## config.mk

```make
export PLATFORM = sky130hd
export DESIGN_NAME = latch_acknowledge_logic
export DESIGN_NICKNAME = d
export VERILOG_FILES = /design/src/design/latch_ack_pkg.sv /design/src/design/output_off_delay.sv /design/src/design/latch_acknowledge_logic.sv
export SDC_FILE = /design/constraint.sdc
export NUM_CORES = 1
export LEC_CHECK = 0
export ABC_AREA = 1
export BUFFER_PORTS_ARGS = -buffer_cell sky130_fd_sc_hd__buf_2
export CAP_MARGIN = 20
export CORE_UTILIZATION = 30
export DETAILED_ROUTE_END_ITERATION = 10
export GPL_ROUTABILITY_DRIVEN = 0
export PLACE_DENSITY = 0.5
export SYNTH_ARGS = -nofsm -noshare
export SYNTH_HDL_FRONTEND = slang
export SYNTH_SLANG_ARGS = --single-unit
```

## constraint.sdc

```tcl
create_clock -name clk -period 4.3 [get_ports clk]
set_input_delay 0.43 -clock clk [delete_from_list [all_inputs] [get_ports clk]]
set_output_delay 0.43 -clock clk [all_outputs]
set_load 0.05 [all_outputs]
```

## src/design/latch_ack_pkg.sv

```systemverilog
package latch_ack_pkg;

  // ----------------------------------------------------------------
  // Timing constants
  // ----------------------------------------------------------------
  localparam int unsigned CLK_HZ          = 125_000_000;
  localparam int unsigned LONG_PRESS_MS   = 1000;
  localparam int unsigned LED_TEST_MS     = 1000;
  localparam int unsigned LONG_PRESS_CYC  = CLK_HZ / 1000 * LONG_PRESS_MS;
  localparam int unsigned LED_TEST_CYC    = CLK_HZ / 1000 * LED_TEST_MS;
  localparam int unsigned OFF_DELAY_RESET = 0;

  // ----------------------------------------------------------------
  // Panel long-press category sets
  // ----------------------------------------------------------------
  localparam logic [2:0] KEY_NOTHING     = 3'h0;
  localparam logic [2:0] KEY_LED_NOPW    = 3'h1;
  localparam logic [2:0] KEY_LED         = 3'h2;
  localparam logic [2:0] KEY_LED_RELAY   = 3'h3;
  localparam logic [2:0] KEY_EVERYTHING  = 3'h4;
  localparam logic [2:0] KEY_SET_RESET   = KEY_LED_NOPW;

  typedef enum logic [1:0] {
    TEST_IDLE,
    TEST_RED,
    TEST_GREEN
  } led_test_t;

  // Collective acknowledge commands from the supervisory link or software.
  typedef struct packed {
    logic allLed;
    logic allOutput;
    logic allScada;
    logic allTrip;
  } collective_cmd_t;

  // LED test drive to the panel.
  typedef struct packed {
    logic flashRed;
    logic flashGreen;
  } led_test_out_t;

endpackage

```

## src/design/output_off_delay.sv

```systemverilog
module output_off_delay #(
  parameter int unsigned CNT_W = 32
) (
  // Clock and reset
  input  wire logic             clk,
  input  wire logic             srst,
  // Control
  input  wire logic             ackPending,
  input  wire logic [CNT_W-1:0] offDelayCycles,
  input  wire logic             outputActive,
  // Result
  output logic                  expired
);

  typedef struct packed {
    logic [CNT_W-1:0] count;
    logic             running;
    logic             expired;
  } off_state_t;

  off_state_t stateReg;
  off_state_t stateNext;

  // ----------------------------------------------------------------
  // Off-delay timer: restarts while the output is still active.
  // ----------------------------------------------------------------
  always_comb begin
    stateNext         = stateReg;
    stateNext.expired = 1'b0;
    if (outputActive || !ackPending) begin
      stateNext.count   = '0;
      stateNext.running = 1'b0;
    end else if (stateReg.count >= offDelayCycles) begin
      stateNext.expired = 1'b1;
      stateNext.count   = '0;
      stateNext.running = 1'b0;
    end else begin
      stateNext.running = 1'b1;
      stateNext.count   = stateReg.count + CNT_W'(1);
    end
  end

  always_ff @(posedge clk) begin
    if (srst) begin
      stateReg <= '0;
    end else begin
      stateReg <= stateNext;
    end
  end

  assign expired = stateReg.expired;

endmodule

```

## src/design/latch_acknowledge_logic.sv

```systemverilog
// Summary of operation
// - A latch clears only after its initiating signal has gone inactive.
// - Without remote permission only the panel key acknowledges anything.
// - Output latches release only after that output's off-delay expires.
// - Each LED has its own acknowledge input clearing that LED only.
// - Each binary output has its own acknowledge input clearing that output.
// - Group acknowledge inputs are disabled without remote permission.
// - Supervisory link acknowledges are rejected without remote permission.
// - Auto-ack LEDs clear on a new protection alarm; LEDs only.
// - Panel key held one second acknowledges the configured category set.
// - An LED acknowledge with that LED's initiating signal inactive runs a test: red one second, then green.
module latch_acknowledge_logic #(
  parameter int unsigned NUM_LED      = 16,
  parameter int unsigned NUM_OUT      = 8,
  parameter int unsigned NUM_SCADA    = 8,
  parameter int unsigned NUM_TRIP     = 4,
  parameter int unsigned CNT_W        = 32,
  parameter int unsigned LONG_PRESS   = latch_ack_pkg::LONG_PRESS_CYC,
  parameter int unsigned LED_TEST_LEN = latch_ack_pkg::LED_TEST_CYC
) (
  // Clock and reset
  input  wire logic                        clk,
  input  wire logic                        srst,
  // Configuration
  input  wire logic                        remoteAckEnable,
  input  wire logic [2:0]                  keyAckSet,
  input  wire logic [NUM_LED-1:0]          ledAutoAck,
  input  wire logic [CNT_W-1:0]            offDelayCycles,
  // Panel key, asynchronous pin
  input  wire logic                        clearKeyPin,
  // Initiating signals
  input  wire logic [NUM_LED-1:0]          ledSetSig,
  input  wire logic [NUM_OUT-1:0]          outSetSig,
  input  wire logic [NUM_SCADA-1:0]        scadaSetSig,
  input  wire logic [NUM_TRIP-1:0]         tripSetSig,
  // Acknowledge sources
  input  wire logic [NUM_LED-1:0]          ledAckSource,
  input  wire logic [NUM_OUT-1:0]          outputAckSource,
  input  wire logic                        all_led_ack_source,
  input  wire logic                        all_output_ack_source,
  input  wire logic                        scadaAckSource,
  input  wire logic [NUM_TRIP-1:0]         trip_command_ack_source,
  input  wire latch_ack_pkg::collective_cmd_t linkCmd,
  input  wire latch_ack_pkg::collective_cmd_t softCmd,
  input  wire logic                        protAlarm,
  // Latched state
  output logic [NUM_LED-1:0]               ledLatch,
  output logic [NUM_OUT-1:0]               outLatch,
  output logic [NUM_SCADA-1:0]             scadaLatch,
  output logic [NUM_TRIP-1:0]              tripLatch,
  output latch_ack_pkg::led_test_out_t     ledTest
);

  localparam int unsigned SRC_W = NUM_LED + NUM_OUT + NUM_TRIP + 12;

  typedef struct packed {
    logic [1:0]           keySync;
    logic [CNT_W-1:0]     keyCount;
    logic                 keyFired;
    logic [SRC_W-1:0]     srcPrev;
    logic [NUM_LED-1:0]   led;
    logic [NUM_OUT-1:0]   out;
    logic [NUM_OUT-1:0]   outAckPend;
    logic [NUM_SCADA-1:0] scada;
    logic [NUM_TRIP-1:0]  trip;
    latch_ack_pkg::led_test_t testState;
    logic [CNT_W-1:0]     testCount;
    latch_ack_pkg::led_test_out_t testOut;
  } state_t;

  state_t stateReg;
  state_t stateNext;

  logic [SRC_W-1:0]   srcNow;
  logic [SRC_W-1:0]   srcRise;
  logic [NUM_OUT-1:0] outRelease;

  // ----------------------------------------------------------------
  // Edge detection of every acknowledge source.
  // ----------------------------------------------------------------
  // Low twelve bits: group sources at 11..9, alarm at 8, link at 7..4, software at 3..0.
  assign srcNow  = {ledAckSource, outputAckSource, trip_command_ack_source,
                    all_led_ack_source, all_output_ack_source, scadaAckSource,
                    protAlarm, linkCmd, softCmd};
  assign srcRise = srcNow & ~stateReg.srcPrev;

  // ----------------------------------------------------------------
  // Per-output off-delay timers.
  // ----------------------------------------------------------------
  for (genvar i = 0; i < NUM_OUT; i++) begin : gOut
    output_off_delay #(
      .CNT_W (CNT_W)
    ) u_output_off_delay (
      .clk            (clk),
      .srst           (srst),
      .ackPending     (stateReg.outAckPend[i]),
      .offDelayCycles (offDelayCycles),
      .outputActive   (outSetSig[i]),
      .expired        (outRelease[i])
    );
  end

  // ----------------------------------------------------------------
  // Acknowledge decision and latches.
  // ----------------------------------------------------------------
  always_comb begin
    logic                 keyLed;
    logic                 keyOut;
    logic                 keyAll;
    logic                 remLed;
    logic                 remOut;
    logic                 remScada;
    logic                 remTrip;
    logic                 autoAck;
    logic [NUM_LED-1:0]   ledAck;
    logic [NUM_OUT-1:0]   outAck;
    logic [NUM_TRIP-1:0]  tripAck;
    logic                 scadaAck;
    keyLed   = 1'b0;
    keyOut   = 1'b0;
    keyAll   = 1'b0;
    remLed   = 1'b0;
    remOut   = 1'b0;
    remScada = 1'b0;
    remTrip  = 1'b0;
    autoAck  = 1'b0;
    ledAck   = '0;
    outAck   = '0;
    tripAck  = '0;
    scadaAck = 1'b0;
    stateNext = stateReg;
    stateNext.keySync = {stateReg.keySync[0], clearKeyPin};
    stateNext.srcPrev = srcNow;

    // Long press of the panel key fires once per press.
    if (!stateReg.keySync[1]) begin
      stateNext.keyCount = '0;
      stateNext.keyFired = 1'b0;
    end else if (!stateReg.keyFired) begin
      if (stateReg.keyCount >= CNT_W'(LONG_PRESS - 1)) begin
        stateNext.keyFired = 1'b1;
        case (keyAckSet)
          latch_ack_pkg::KEY_LED_NOPW,
          latch_ack_pkg::KEY_LED: begin
            keyLed = 1'b1;
          end
          latch_ack_pkg::KEY_LED_RELAY: begin
            keyLed = 1'b1;
            keyOut = 1'b1;
          end
          latch_ack_pkg::KEY_EVERYTHING: begin
            keyLed = 1'b1;
            keyOut = 1'b1;
            keyAll = 1'b1;
          end
          default: begin
            keyLed = 1'b0;
          end
        endcase
      end else begin
        stateNext.keyCount = stateReg.keyCount + CNT_W'(1);
      end
    end

    // Non-panel sources pass only with remote permission.
    remLed   = remoteAckEnable & (srcRise[11] | srcRise[7] | srcRise[3]);
    remOut   = remoteAckEnable & (srcRise[10] | srcRise[6] | srcRise[2]);
    remScada = remoteAckEnable & (srcRise[9] | srcRise[5] | srcRise[1]);
    remTrip  = remoteAckEnable & (srcRise[4] | srcRise[0]);
    autoAck  = remoteAckEnable & srcRise[8];

    ledAck   = srcRise[SRC_W-1 -: NUM_LED] & {NUM_LED{remoteAckEnable}};
    ledAck   = ledAck | {NUM_LED{remLed | keyLed}};
    ledAck   = ledAck | (ledAutoAck & {NUM_LED{autoAck}});
    outAck   = srcRise[SRC_W-1-NUM_LED -: NUM_OUT] & {NUM_OUT{remoteAckEnable}};
    outAck   = outAck | {NUM_OUT{remOut | keyOut}};
    tripAck  = srcRise[SRC_W-1-NUM_LED-NUM_OUT -: NUM_TRIP] & {NUM_TRIP{remoteAckEnable}};
    tripAck  = tripAck | {NUM_TRIP{remTrip | keyAll}};
    scadaAck = remScada | keyAll;

    // Latch set by initiating signal; clear only once that signal is gone.
    stateNext.led   = (stateReg.led | ledSetSig) & ~(ledAck & ~ledSetSig);
    stateNext.scada = (stateReg.scada | scadaSetSig) &
                      ~({NUM_SCADA{scadaAck}} & ~scadaSetSig);
    stateNext.trip  = (stateReg.trip | tripSetSig) & ~(tripAck & ~tripSetSig);
    stateNext.outAckPend = (stateReg.outAckPend | (outAck & ~outSetSig & stateReg.out))
                           & ~outRelease & ~outSetSig;
    stateNext.out   = (stateReg.out & ~outRelease) | outSetSig;

    // LED test after an LED acknowledge whose initiating signal is inactive.
    case (stateReg.testState)
      latch_ack_pkg::TEST_IDLE: begin
        stateNext.testOut = '0;
        if (|(ledAck & ~ledSetSig)) begin
          stateNext.testState         = latch_ack_pkg::TEST_RED;
          stateNext.testCount         = '0;
          stateNext.testOut.flashRed  = 1'b1;
        end
      end
      latch_ack_pkg::TEST_RED: begin
        stateNext.testCount = stateReg.testCount + CNT_W'(1);
        if (stateReg.testCount >= CNT_W'(LED_TEST_LEN - 1)) begin
          stateNext.testState          = latch_ack_pkg::TEST_GREEN;
          stateNext.testCount          = '0;
          stateNext.testOut.flashRed   = 1'b0;
          stateNext.testOut.flashGreen = 1'b1;
        end
      end
      latch_ack_pkg::TEST_GREEN: begin
        stateNext.testCount = stateReg.testCount + CNT_W'(1);
        if (stateReg.testCount >= CNT_W'(LED_TEST_LEN - 1)) begin
          stateNext.testState = latch_ack_pkg::TEST_IDLE;
          stateNext.testOut   = '0;
        end
      end
      default: begin
        stateNext.testState = latch_ack_pkg::TEST_IDLE;
      end
    endcase
  end

  always_ff @(posedge clk) begin
    if (srst) begin
      stateReg <= '0;
    end else begin
      stateReg <= stateNext;
    end
  end

  assign ledLatch   = stateReg.led;
  assign outLatch   = stateReg.out;
  assign scadaLatch = stateReg.scada;
  assign tripLatch  = stateReg.trip;
  assign ledTest    = stateReg.testOut;

  // ----------------------------------------------------------------
  // Checks
  // ----------------------------------------------------------------
  chk_led_hold_active: assert property (@(posedge clk) disable iff (srst)
    ledSetSig[0] |=> ledLatch[0])
    else $error("LED latch cleared while its initiating signal was active");
  chk_trip_hold_active: assert property (@(posedge clk) disable iff (srst)
    tripSetSig[0] |=> tripLatch[0])
    else $error("Trip latch cleared while its initiating signal was active");
  chk_remote_blocked: assert property (@(posedge clk) disable iff (srst)
    (!remoteAckEnable && !stateReg.keySync[1] && !stateReg.keyFired && scadaLatch[0])
    |=> scadaLatch[0])
    else $error("Scada latch cleared without remote permission");
  chk_group_led_blocked: assert property (@(posedge clk) disable iff (srst)
    (!remoteAckEnable && !stateReg.keySync[1] && ledLatch[0]) |=> ledLatch[0])
    else $error("LED latch cleared by a remote source without permission");
  chk_link_blocked: assert property (@(posedge clk) disable iff (srst)
    (!remoteAckEnable && !stateReg.keySync[1] && tripLatch[0]) |=> tripLatch[0])
    else $error("Trip latch cleared by the link without permission");
  chk_out_needs_delay: assert property (@(posedge clk) disable iff (srst)
    (outLatch[0] && !outRelease[0]) |=> outLatch[0])
    else $error("Output latch released before off-delay elapsed");
  chk_single_led_ack: assert property (@(posedge clk) disable iff (srst)
    (remoteAckEnable && $rose(ledAckSource[0]) && ledLatch[0] && !ledSetSig[0])
    |=> !ledLatch[0])
    else $error("Individual LED acknowledge did not clear its LED");
  chk_auto_led_ack: assert property (@(posedge clk) disable iff (srst)
    (remoteAckEnable && $rose(protAlarm) && ledAutoAck[0] && !ledSetSig[0])
    |=> !ledLatch[0])
    else $error("Auto acknowledge did not clear the LED");
  chk_test_sequence: assert property (@(posedge clk) disable iff (srst)
    $rose(ledTest.flashGreen) |-> $past(ledTest.flashRed))
    else $error("Green LED test phase not preceded by red");

  cov_key_ack: cover property (@(posedge clk) disable iff (srst) $rose(stateReg.keyFired));
  cov_out_release: cover property (@(posedge clk) disable iff (srst) outRelease[0]);
  cov_led_test: cover property (@(posedge clk) disable iff (srst) $rose(ledTest.flashRed));

endmodule

```

==> metrics.md, run 1 <==
| Metric | Value |
|---|---|
| Net switching power | about 3.0 mW |
| Share of cells above drive strength 1 | 9.55% |
| Worst reg2reg startpoint | stateReg[121] |
| CTS Buffer Depth | 3 |
| EDFF count, synth | 0 |
| Final setup viols | 0 |
| Drt initial violations | 970 |
| Status | finished, final reports clean |
| Global-route wire length before repair | 112000 µm |
| Depth of the worst hold-timing path | 3 |
| Synth area leader | dfxtp_1 |
| Reg-to-reg slack, setup | 1.45 ns |
| Max Clk Rate | 0.351 GHz |
| Total power | 10.2 mW |
| Int Power | 7.16 mW |
| CP max stage delay | roughly 0.37 ns |
| Min Tclk post-route | between 2 and 3 ns |
| Worst-margin pin slew | 0.873 ns |
| Initial antenna violation count | 1 |
| Top Ports | between 150 and 200 |
| Clock root buffer | clkbuf_16 |
| Worst path slowest cell | nand2_4 |
| Synth Flop Type | dfxtp_1 |
| Syn_area_per_cell | between 7 and 8 µm² |
| Gate count of the mapped netlist | 3420 |
| CP most frequent cell | nand2_1 |
| Sw frac | between 20% and 30% |
| Port Buffers | around 170 |
| TritonRoute pass-1 iters | 5 |
| Critical path type | reg -> reg |
| Wire length per cell | approximately 15 µm |
| Yosys warning total | 0 |
| CTS tree | done |
| Endpoint, Worst Hold | tripLatch[3] |
| Setup TNS | 0 ns |
| Endpoint class of the critical path | flip-flop |
| Distinct cells, synth | 52 |
| Crit start category | flip-flop |
| Number of global-route vias before repair | 20.7k |
| CP arrival | between 3 and 4 ns |
| Peak fanout along the critical path | 64 |
| Largest cells by area after synthesis | dfxtp_1 (33%), ha_1 (13%), nor2_1 (8.0%), nand2_1 (7.6%), inv_1 (7.0%) |
| # diodes | 0 |
| Wirelength, routed | 68900 µm |
| Initial core utilization | between 30% and 40% |
| Detailed Place HPWL | around 52000 µm |
| Die footprint | between 80000 and 90000 µm² |
| Min-delay src | tripSetSig[3] |
| Vias post-DR | 21.9k |
| Setup repair bufs after CTS | 0 |
| Pwr per Cell Area | ~350 nW/µm² |
| Area growth syn-to-layout | 15.0% |
| Gate power share | 15.6% |
| Tcrit/Tclk final | 66.2% |
| Final Slew Violations | 0 |
| Htree depth | 2 |
| Layout Nets | 3994 |
| Worst Slack Setup Final | around 1.5 ns |
| Die X-Extent | 291 µm |
| # clock sinks | 419 |
| Sequential area share after synthesis | 33.5% |
| Largest net degree at the start of global routing | 77 |
| RSZ-0062 raised after global routing | no |
| Register-to-Register Path Depth | 18 |
| Clock share of power | 42.6% |
| Net Count, Synth | 3821 |
| GR Util All Layers | 16.1% |
| Reg2reg end | stateReg[16] |
| Core area | 82400 µm² |
| FF+latch count, synth | 419 |
| Cell area after synthesis | 25100 µm² |
| GRT overflow | 0 |
| TritonCTS Buffers | 51 |
| Crit path max-delay family | simple AND/OR/NAND/NOR gates |
| Leakage | roughly 12 nW |
| Worst path buffer plus inverter count | 0 |
| Die height | 291 µm |
| Dpl ws | 0.993 ns |
| Antenna Nets Post-Route | 0 |
| Rows | between 100 and 150 |
| Critical-path cell list | ha_1 -> nand3_1 -> o21ai_0 -> nand2_1 -> nand2_1 -> nand2_2 -> nand2_4 -> nand2_4 -> nand3b_1 -> nand2_1 -> nand2_1 -> nor2_1 -> nand2_1 -> nor2_2 -> nand2_4 -> nand3_1 -> nand2_1 -> nor2_1 |
| Worst Path Required | 4.83 ns |
| DRC violations left | 0 |
| Final count of hold timing violations | 0 |
| Maximum VDD drop | approximately 0.00028 V |
| Clock Skew | 0.0306 ns |
| Max-cap violation count | 0 |
| Flop pwr share | 41.8% |
| Yosys top cell area share | 33.5% |
| Clock Latency Late Sink | 0.61 ns |
| Post-synth ARST share | 0% |
| Reg clk slew, reported paths | 0.06 ns |
| Hold/Removal Path Class | in -> reg |
| Max-Slew Margin vs Limit | between 40% and 50% |
| Vias/cell | 4.66 |
==> stage by stage <==
step	util [%]	std cells	hold slack [ns]	cell area [µm²]
2_1_floorplan	-	3420	0.388	25100
3_3_place_gp	32.7	4586	0.400	26900
3_5_place_dp	32.7	4586	0.405	26900
4_1_cts	35.0	4702	0.00115	28800
5_1_grt	35.0	4702	0.0215	28800
6_report	35.0	4702	0.0521	28800
==> registers in the layout (all words and copies together), names as in the netlist <==
| name | cells |
|---|---|
| gOut.u_output_off_delay.stateReg | 256 |
| stateReg | 116 |
| ledLatch | 16 |
| gOut.u_output_off_delay.expired | 8 |
| outLatch | 8 |
| scadaLatch | 8 |
| tripLatch | 4 |
| ledTest | 2 |
| stateNext | 1 |
==> power by group through the flow <==
stage / combinational, mW / sequential, mW / clock (mW)
after floorplan: 1.20 / 4.28 / 0
after global placement: 1.58 / 4.34 / 0
after detailed placement: 1.58 / 4.34 / 0
after CTS: 1.61 / 4.25 / 4.51
after global routing: 1.81 / 4.28 / 4.66
final: 1.59 / 4.25 / 4.33
==> Yosys cell counts, types with 3 or more instances <==
cell type,count
inv_1,470
o22ai_1,4
buf_1,9
nand2_1,508
nor3b_1,21
a21boi_0,4
o311ai_0,4
nand2_4,3
ha_1,270
o221a_2,10
a211oi_1,28
o31ai_1,24
and3_1,3
o21bai_1,3
clkbuf_1,41
nor2_2,11
o211ai_1,6
o21ai_0,74
nand4_1,101
xor2_1,121
nor2_1,536
nor3_1,105
a21o_1,3
nand3_1,161
o21a_1,13
a31oi_1,11
nor4_2,4
nor4_1,41
a21oi_1,225
nor3_2,10
or2_2,21
dfxtp_1,419
nand3b_1,17
buf_6,4
xnor2_1,63
buf_2,8
or2_0,3
a22oi_1,4
buf_4,40
==> worst max-delay path by stage <==
stage,depth (start not counted),from,to,slack [ns]
after floorplan,13,offDelayCycles[3],gOut[5].u_output_off_delay.stateReg[23],2.05
after global placement,11,offDelayCycles[23],gOut[4].u_output_off_delay.stateReg[14],0.97
after detailed placement,11,offDelayCycles[23],gOut[4].u_output_off_delay.stateReg[17],0.99
after CTS,18,stateReg[121],stateReg[9],1.40
after global routing,12,gOut[3].u_output_off_delay.stateReg[2],gOut[3].u_output_off_delay.stateReg[32],1.02
final,18,stateReg[121],stateReg[16],1.45
==> cells by family after synthesis <==
kind of cell | Yosys count | share of synthesized area, %
compound gates | 421 | 9.75
xor+xnor | 184 | 6.43
fa+ha+maj | 270 | 13.5
buf+inv | 574 | 9.35
flops | 419 | 33.5
simple gates | 1552 | 27.6
==> worst register-to-register path, cell delays in order, from the launching register on <==
cell      delay (ns)
dfxtp_1         0.31
ha_1            0.22
nand3_1         0.11
o21ai_0         0.10
nand2_1         0.07
nand2_1         0.08
nand2_2         0.11
nand2_4         0.08
nand2_4         0.19
nand3b_1        0.12
nand2_1         0.09
nand2_1         0.07
nor2_1          0.16
nand2_1         0.12
nor2_2          0.18
nand2_4         0.37
nand3_1         0.25
nand2_1         0.07
nor2_1          0.09
==> routing by layer <==
layer,routed length (µm),GRT usage (%),share of wire [%],up-vias
li1,-,-,-,11600
met1,34700,22.0,50,9919
met2,31000,27.1,45,301
met3,2170,1.99,3.1,70
met4,1100,3.38,1.6,0
met5,0,0,0,-
==> layout make-up <==
type	count	area, µm²
clock buffer	71	1460
clock inverter	21	223
fill	8809	53500
inverter	472	1770
multi-input combinational	2427	14300
sequential	419	8390
tap	1070	1340
timing repair buffer	222	1310
==> timing repair <==
| action | CTS | global route |
|---|---|---|
| resized for setup | 0 | 0 |
| hold endpoints to repair | 24 | 0 |
| endpoints found under the setup margin | 0 | 0 |
| hold buffers | 24 | 0 |
==> layout by cell type, fill, tap and decap left out, types with 13 or more instances in the layout <==
| cell | count |
|---|---|
| a211oi_1 | 28 |
| a21oi_1 | 225 |
| buf_2 | 167 |
| buf_4 | 31 |
| clkbuf_16 | 51 |
| clkinv_2 | 13 |
| dfxtp_1 | 419 |
| dlygate4sd3_1 | 24 |
| ha_1 | 270 |
| inv_1 | 470 |
| nand2_1 | 507 |
| nand3_1 | 161 |
| nand3b_1 | 17 |
| nand4_1 | 101 |
| nor2_1 | 536 |
| nor3_1 | 105 |
| nor3b_1 | 21 |
| nor4_1 | 41 |
| o21a_1 | 13 |
| o21ai_0 | 74 |
| o31ai_1 | 24 |
| or2_2 | 21 |
| xnor2_1 | 63 |
| xor2_1 | 121 |
(Power assumes the default switching activity.)
==> run 2, diff against run 1 <==
--- a/config.mk
+++ b/config.mk
@@ -11,7 +11,7 @@
 export CORE_UTILIZATION = 30
 export DETAILED_ROUTE_END_ITERATION = 10
 export GPL_ROUTABILITY_DRIVEN = 0
-export PLACE_DENSITY = 0.5
+export PLACE_DENSITY = 0.52
 export SYNTH_ARGS = -nofsm -noshare
 export SYNTH_HDL_FRONTEND = slang
 export SYNTH_SLANG_ARGS = --single-unit
==> constraint.sdc (replaced) <==
create_clock -name clk -period 2.6 [get_ports clk]
set_input_delay 0.26 -clock clk [delete_from_list [all_inputs] [get_ports clk]]
set_output_delay 0.26 -clock clk [all_outputs]
set_load 0.05 [all_outputs]
==> run 2 against run 1 <==
Fmax increased by 15%. Critical path type unchanged. Clock-buffer cell count down 2. Core utilization grew 3.5 points. Highest routed layer unchanged.
==> metrics.md, run 2 (synthesis gave the netlist of run 1 again) <==
| Metric | Value |
|---|---|
| Status | finished, final reports clean |
| Peak fanout along the critical path | 8 (-88%) |
| CP arrival | 2.90 ns (-0.47 ns) |
| Depth of the worst hold-timing path | 3 (unchanged) |
| Setup TNS | 0 ns (unchanged) |
| Crit start category | flip-flop |
| Share of the core filled with cells | 38.5% (+3.5 points) |
| Initial antenna violation count | 0 (-1) |
| Vias post-DR | 22.9k (+4.5%) |
| Vias/cell | 4.65 (-0.19%) |
| Maximum VDD drop | 0.000494 V (+74%) |
| Top Ports | 169 (unchanged) |
| Tcrit/Tclk final | 95.0% (+29 points) |
| Min Tclk post-route | 2.47 ns (-0.377 ns) |
| Total power | 17.9 mW (+76%) |
| # clock sinks | 419 (unchanged) |
| TritonRoute pass-1 iters | 5 (unchanged) |
| Antenna Nets Post-Route | 0 (unchanged) |
| Cell count after placement | 4731 (+3.2%) |
| Reg clk slew, reported paths | 0.06 ns (about the same) |
| Share of cells above drive strength 1 | 15.4% (+5.9 points) |
| Layout Nets | 4215 (+5.5%) |
| Clock Latency Late Sink | 0.61 ns (about the same) |
| Most flops, register | gOut.u_output_off_delay.stateReg |
| Rows | 105 (unchanged) |
| Max-cap violation count | 0 (unchanged) |
| Final setup viols | 0 (unchanged) |
| Endpoint, Worst Hold | stateReg[88] |
| Core area | 82400 µm² (unchanged) |
| Largest net degree at the start of global routing | 90 (+17%) |
| GR Util All Layers | 16.4% (+0.28 points) |
| Final Slew Violations | 0 (unchanged) |
| Reg-to-reg slack, setup | 0.13 ns (-1.32 ns) |
| Min-delay src | protAlarm |
| Critical path type | reg -> reg |
| Wire length per cell | 14.4 µm (-1.5%) |
| CTS tree | done |
| Commonest non-fill, non-tap cell in the layout | nor2_1 |
| Worst reg2reg startpoint | stateReg[135] |
| Register-to-Register Path Depth | 18 (unchanged) |
| Drt initial violations | 953 (-1.8%) |
| Post-route cell area | 31700 µm² (+9.9%) |
| Worst-margin pin slew | 0.959 ns (+0.0862 ns) |
| Worst Path Required | 3.04 ns (-1.79 ns) |
| Number of global-route vias before repair | 21.9k (+6.0%) |
| Largest register FFs | 256 (unchanged) |
| Port Buffers | 168 (unchanged) |
| Die height | 291 µm (unchanged) |
| Final count of hold timing violations | 0 (unchanged) |
| DRC violations left | 0 (unchanged) |
| CTS Buffer Depth | 3 (unchanged) |
| Filler instances | 8568 (-2.7%) |
| Max Clk Rate | 0.405 GHz (+15%) |
| Leakage | 13.5 nW (+12%) |
| Die X-Extent | 291 µm (unchanged) |
| Pwr per Cell Area | 566 nW/µm² (+60%) |
| Area growth syn-to-layout | 26.4% |
| Clock Skew | 0.0249 ns (-0.00570 ns) |
| Worst hold slack | 0.0495 ns (-0.00255 ns) |
| Leading cell types in the layout, fill and taps excluded | nor2_1 (512), nand2_1 (496), inv_1 (467), dfxtp_1 (410), ha_1 (267) |
| Endpoint class of the critical path | flip-flop |
| TritonCTS Buffers | 50 (-2.0%) |
| Die footprint | 84700 µm² (unchanged) |
| Initial core utilization | 30.4% (unchanged) |
| Global-route wire length before repair | 114000 µm (+1.9%) |
| Final Non-Filler Cells | 4924 (+4.7%) |
| Worst Slack Setup Final | 0.130 ns (-1.32 ns) |
| Max-Slew Margin vs Limit | 36.1% (-5.7 points) |
| GRT overflow | 0 (unchanged) |
| Placed Area | 28400 µm² (+5.4%) |
| Dpl ws | -0.0989 ns (-1.09 ns) |
| Hold/Removal Path Class | in -> reg |
| Clock root buffer | clkbuf_16 |
| Htree depth | 2 (unchanged) |
| RSZ-0062 raised after global routing | yes |
| Reg2reg end | stateReg[3] |
| Wirelength, routed | 71100 µm (+3.2%) |
| # diodes | 0 (unchanged) |
| Detailed Place HPWL | 54000 µm (+3.6%) |
## run 2: timing repair
item / CTS / global route
hold buffers: 77 / 0
setup endpoints to repair: 0 / 155
setup buffers: 0 / 17
endpoints found under the hold margin: 86 / 0
gates resized for setup: 0 / 110
## run 2: report_power, final
group / switching [mW] / total (mW) / leakage [nW] / internal, mW
clock: 2.97 / 7.92 / 0.909 / 4.95
combinational: 1.82 / 2.96 / 9.15 / 1.15
sequential: 0.322 / 7.04 / 3.41 / 6.72
## run 2: final cells by class
cell class | count | area [µm²] | share of cell area (%)
flip-flops and latches | 419 | 8400 | 26.5
clock buffers | 69 | 1430 | 4.53
inverters | 472 | 1770 | 5.59
clock inverters | 23 | 427 | 1.35
well taps | 1070 | 1340 | 4.23
multi-input cells | 2428 | 14800 | 46.6
repair buffers | 443 | 3560 | 11.2
## run 2: critical path, cell delays in order, from the launching register on
cell and delay [ns]:
dfxtp_1 0.32, nand2_1 0.12, nand2_1 0.08, a21oi_2 0.15, nand2_2 0.09, nand2_4 0.10
nand2_8 0.08, nand2_8 0.09, buf_4 0.11, nand3b_1 0.08, nand2_1 0.10, nand2_1 0.07
nor2_2 0.17, nand2_2 0.11, nor2_4 0.16, nand2_8 0.13, buf_4 0.20, nand3_1 0.07
a21oi_1 0.06
## run 2: how the worst max path moves through the flow
stage                                                      start                                 endpoint  slack [ns]  cells past startpoint
after floorplan           gOut[7].u_output_off_delay.stateReg[2]  gOut[7].u_output_off_delay.stateReg[30]        0.39                     12
after global placement                        offDelayCycles[31]  gOut[4].u_output_off_delay.stateReg[29]       -0.18                     13
after detailed placement                      offDelayCycles[31]  gOut[4].u_output_off_delay.stateReg[29]        -0.1                     13
after CTS                 gOut[7].u_output_off_delay.stateReg[2]  gOut[7].u_output_off_delay.stateReg[30]        0.06                     14
after global routing      gOut[5].u_output_off_delay.stateReg[2]  gOut[5].u_output_off_delay.stateReg[30]       -0.03                     16
final                                              stateReg[135]                              stateReg[3]        0.13                     18
## run 2: per-layer routing
layer	track usage [%]	part of all wire, %	vias up
li1	-	-	12100
met1	22.0	49	10400
met2	27.7	45	392
met3	2.34	4.2	91
met4	3.86	1.9	0
met5	0	0	-
==> run 3, diff against run 2 <==
--- a/config.mk
+++ b/config.mk
@@ -8,10 +8,12 @@
 export ABC_AREA = 1
 export BUFFER_PORTS_ARGS = -buffer_cell sky130_fd_sc_hd__buf_2
 export CAP_MARGIN = 20
+export CELL_PAD_IN_SITES_DETAIL_PLACEMENT = 1
+export CELL_PAD_IN_SITES_GLOBAL_PLACEMENT = 1
 export CORE_UTILIZATION = 30
 export DETAILED_ROUTE_END_ITERATION = 10
 export GPL_ROUTABILITY_DRIVEN = 0
-export PLACE_DENSITY = 0.52
+export PLACE_DENSITY = 0.62
 export SYNTH_ARGS = -nofsm -noshare
 export SYNTH_HDL_FRONTEND = slang
 export SYNTH_SLANG_ARGS = --single-unit
==> constraint.sdc (replaced) <==
create_clock -name clk -period 2.9 [get_ports clk]
set_input_delay 0.29 -clock clk [delete_from_list [all_inputs] [get_ports clk]]
set_output_delay 0.29 -clock clk [all_outputs]
set_load 0.05 [all_outputs]
==> run 3 against run 2 <==
Clock skew is 0.018 ns higher. Largest cell class unchanged. Flip-flop and latch count stayed put. Clock-buffer cell count rose by 9. Core utilization fell by 1.6 points. Fmax is 7.2% lower. Via count up 1.4%. Combinational power is 13% lower. Final cell count decreased by 1.9%. Critical path depth shrank 4. Register-to-register slack better by 0.11 ns. Power decreased by 9.5%.
==> metrics.md, run 3 (synthesis gave the netlist of run 1 again) <==
| Metric | Value |
|---|---|
| Min-delay src | protAlarm |
| Area growth syn-to-layout | 20.9% |
| Detailed Place HPWL | 59600 µm (+10%) |
| # clock sinks | 419 (unchanged) |
| Cell count after placement | 4642 (-1.9%) |
| Global-route wire length before repair | 127000 µm (+11%) |
| Worst hold slack | 0.0645 ns (+0.0149 ns) |
| Tcrit/Tclk final | 91.7% (-3.2 points) |
| Maximum VDD drop | 0.000462 V (-6.5%) |
| Max Clk Rate | 0.376 GHz (-7.2%) |
| Layout Nets | 4114 (-2.4%) |
| Critical-path cell list | ha_1 -> nand2_1 -> inv_1 -> nand2_1 -> nor2_1 -> nand2_1 -> nor2_2 -> nand3_1 -> nor3_4 -> nand2_1 -> or3_1 -> nor3_1 -> or2_2 -> a21oi_1 |
| Leading cell types in the layout, fill and taps excluded | nor2_1 (531), nand2_1 (507), inv_1 (470), dfxtp_1 (419), ha_1 (269) |
| Top Ports | 169 (unchanged) |
| Final count of hold timing violations | 0 (unchanged) |
| Filler instances | 10.1k (+18%) |
| Worst path buffer plus inverter count | 1 (-1) |
| CP arrival | 3.17 ns (+0.27 ns) |
| Commonest non-fill, non-tap cell in the layout | nor2_1 |
| Worst Slack Setup Final | 0.239 ns (+0.109 ns) |
| Max-Slew Margin vs Limit | 41.8% (+5.7 points) |
| Vias/cell | 4.81 (+3.4%) |
| Antenna Nets Post-Route | 0 (unchanged) |
| Initial antenna violation count | 5 (+5) |
| Critical path type | reg -> reg |
| Worst Path Required | 3.41 ns (+0.37 ns) |
| Die footprint | 84700 µm² (unchanged) |
| Drt initial violations | 732 (-23%) |
| Placed Area | 27500 µm² (-3.1%) |
| Seq. cell area | 8390 µm² (-0.16%) |
| Reg clk slew, reported paths | 0.06 ns (about the same) |
| Most flops, register | gOut.u_output_off_delay.stateReg |
| Htree depth | 2 (unchanged) |
| Status | finished, final reports clean |
| RSZ-0062 raised after global routing | no |
| Crit path max-delay family | simple AND/OR/NAND/NOR gates |
| GRT overflow | 0 (unchanged) |
| Dpl ws | 0.0200 ns (+0.119 ns) |
| Final Slew Violations | 0 (unchanged) |
| Total power | 16.2 mW (-9.5%) |
| Largest net degree at the start of global routing | 78 (-13%) |
| Number of global-route vias before repair | 24.0k (+9.5%) |
| Setup TNS | 0 ns (unchanged) |
| Clock Skew | 0.0427 ns (+0.0178 ns) |
| Min Tclk post-route | 2.66 ns (+0.191 ns) |
| Rows | 105 (unchanged) |
| Area of the multi-input gates | 14400 µm² (-2.4%) |
| DRC violations left | 0 (unchanged) |
| Post-route cell area | 30300 µm² (-4.3%) |
| Core area | 82400 µm² (unchanged) |
| CP most frequent cell | nand2_1 |
| TritonCTS Buffers | 54 (+8.0%) |
| Wirelength, routed | 77600 µm (+9.0%) |
| Wire length per cell | 16.1 µm (+11%) |
| Setup repair bufs after CTS | 0 (unchanged) |
| Initial core utilization | 30.4% (unchanged) |
| Max-cap violation count | 0 (unchanged) |
| Hold/Removal Path Class | in -> reg |
| Leakage | 12.8 nW (-5.1%) |
| Die height | 291 µm (unchanged) |
| Clock root buffer | clkbuf_16 |
| Worst-margin pin slew | 0.873 ns (-0.0858 ns) |
| TritonRoute pass-1 iters | 5 (unchanged) |
| GR Util All Layers | 18.4% (+2.0 points) |
| Worst Setup SP | gOut[5].u_output_off_delay.stateReg[2] |
| Crit start category | flip-flop |
| Port Buffers | 168 (unchanged) |
| Peak fanout along the critical path | 4 (-4) |
| Final setup viols | 0 (unchanged) |
| CTS tree | done |
| Share of cells above drive strength 1 | 11.2% (-4.2 points) |
| Vias post-DR | 23.2k (+1.4%) |
| Endpoint class of the critical path | flip-flop |
| Die X-Extent | 291 µm (unchanged) |
| Worst reg2reg startpoint | gOut[5].u_output_off_delay.stateReg[2] |
| Pwr per Cell Area | 535 nW/µm² (-5.5%) |
| Largest register FFs | 256 (unchanged) |
| Share of the core filled with cells | 36.8% (-1.6 points) |
| CP max stage delay | 0.40 ns (+0.08 ns) |
| CTS Buffer Depth | 3 (unchanged) |
| Final Non-Filler Cells | 4829 (-1.9%) |
| Clock Latency Late Sink | 0.64 ns (+0.03 ns) |
| Worst path slowest cell | dfxtp_1 |
## run 3: cell count changes in the layout (fill, tap and decap cells not counted), moves of 7 or more
cell / previous run / this run
buf_12: 30 / 12
buf_4: 162 / 75
dfxtp_1: 410 / 419
dfxtp_2: 8 / 0
dlygate4sd3_1: 77 / 85
nand2_1: 496 / 507
nand2_2: 12 / 2
nand3_1: 152 / 161
nand3_2: 9 / 2
nor2_1: 512 / 531
nor2_2: 26 / 16
nor2_4: 9 / 0
## run 3: layout make-up
| class | count | area share (%) |
|---|---|---|
| Inverter | 472 | 5.84 |
| Tap cell | 1070 | 4.41 |
| Timing Repair Buffer | 339 | 8.21 |
| Clock inverter | 23 | 1.18 |
| Multi-Input combinational cell | 2427 | 47.5 |
| Sequential cell | 419 | 27.7 |
| Antenna cell | 1 | 0.00825 |
| Clock buffer | 78 | 5.21 |
## run 3: final timing paths
path,slack [ns],end,cells after the start
hold / removal,0.06,stateReg[88],3
setup reg to reg,0.24,gOut[5].u_output_off_delay.stateReg[32],14
setup / recovery,0.24,gOut[5].u_output_off_delay.stateReg[32],14
hold reg to reg,0.42,stateReg[154],2
## run 3: timing repair
| action | CTS | global route |
|---|---|---|
| endpoints found under the setup margin | 0 | 42 |
| gates resized for setup | 0 | 13 |
| hold endpoints to repair | 85 | 0 |
| hold buffers | 86 | 0 |
## run 3: tightest hold or removal path: cells and delay by family
kind	cells	cell delay, ns
buffers and inverters	2	0.31
and+or+nand+nor	1	0.04
## run 3: per-layer routing
| layer | vias up | routed length [µm] | part of all wire, % | global-route usage [%] |
|---|---|---|---|---|
| met2 | 302 | 37100 | 48 | 32.8 |
| met3 | 94 | 2690 | 3.5 | 2.53 |
| li1 | 11800 | - | - | - |
| met1 | 11000 | 36100 | 47 | 23.1 |
| met4 | 0 | 1720 | 2.2 | 4.56 |
| met5 | - | 0 | 0 | 0 |
## run 3: power by group
group	switching, mW	total, mW	internal (mW)
sequential	0.288	6.32	6.03
clock	2.82	7.32	4.50
combinational	1.64	2.58	0.943
total	4.74	16.2	11.5
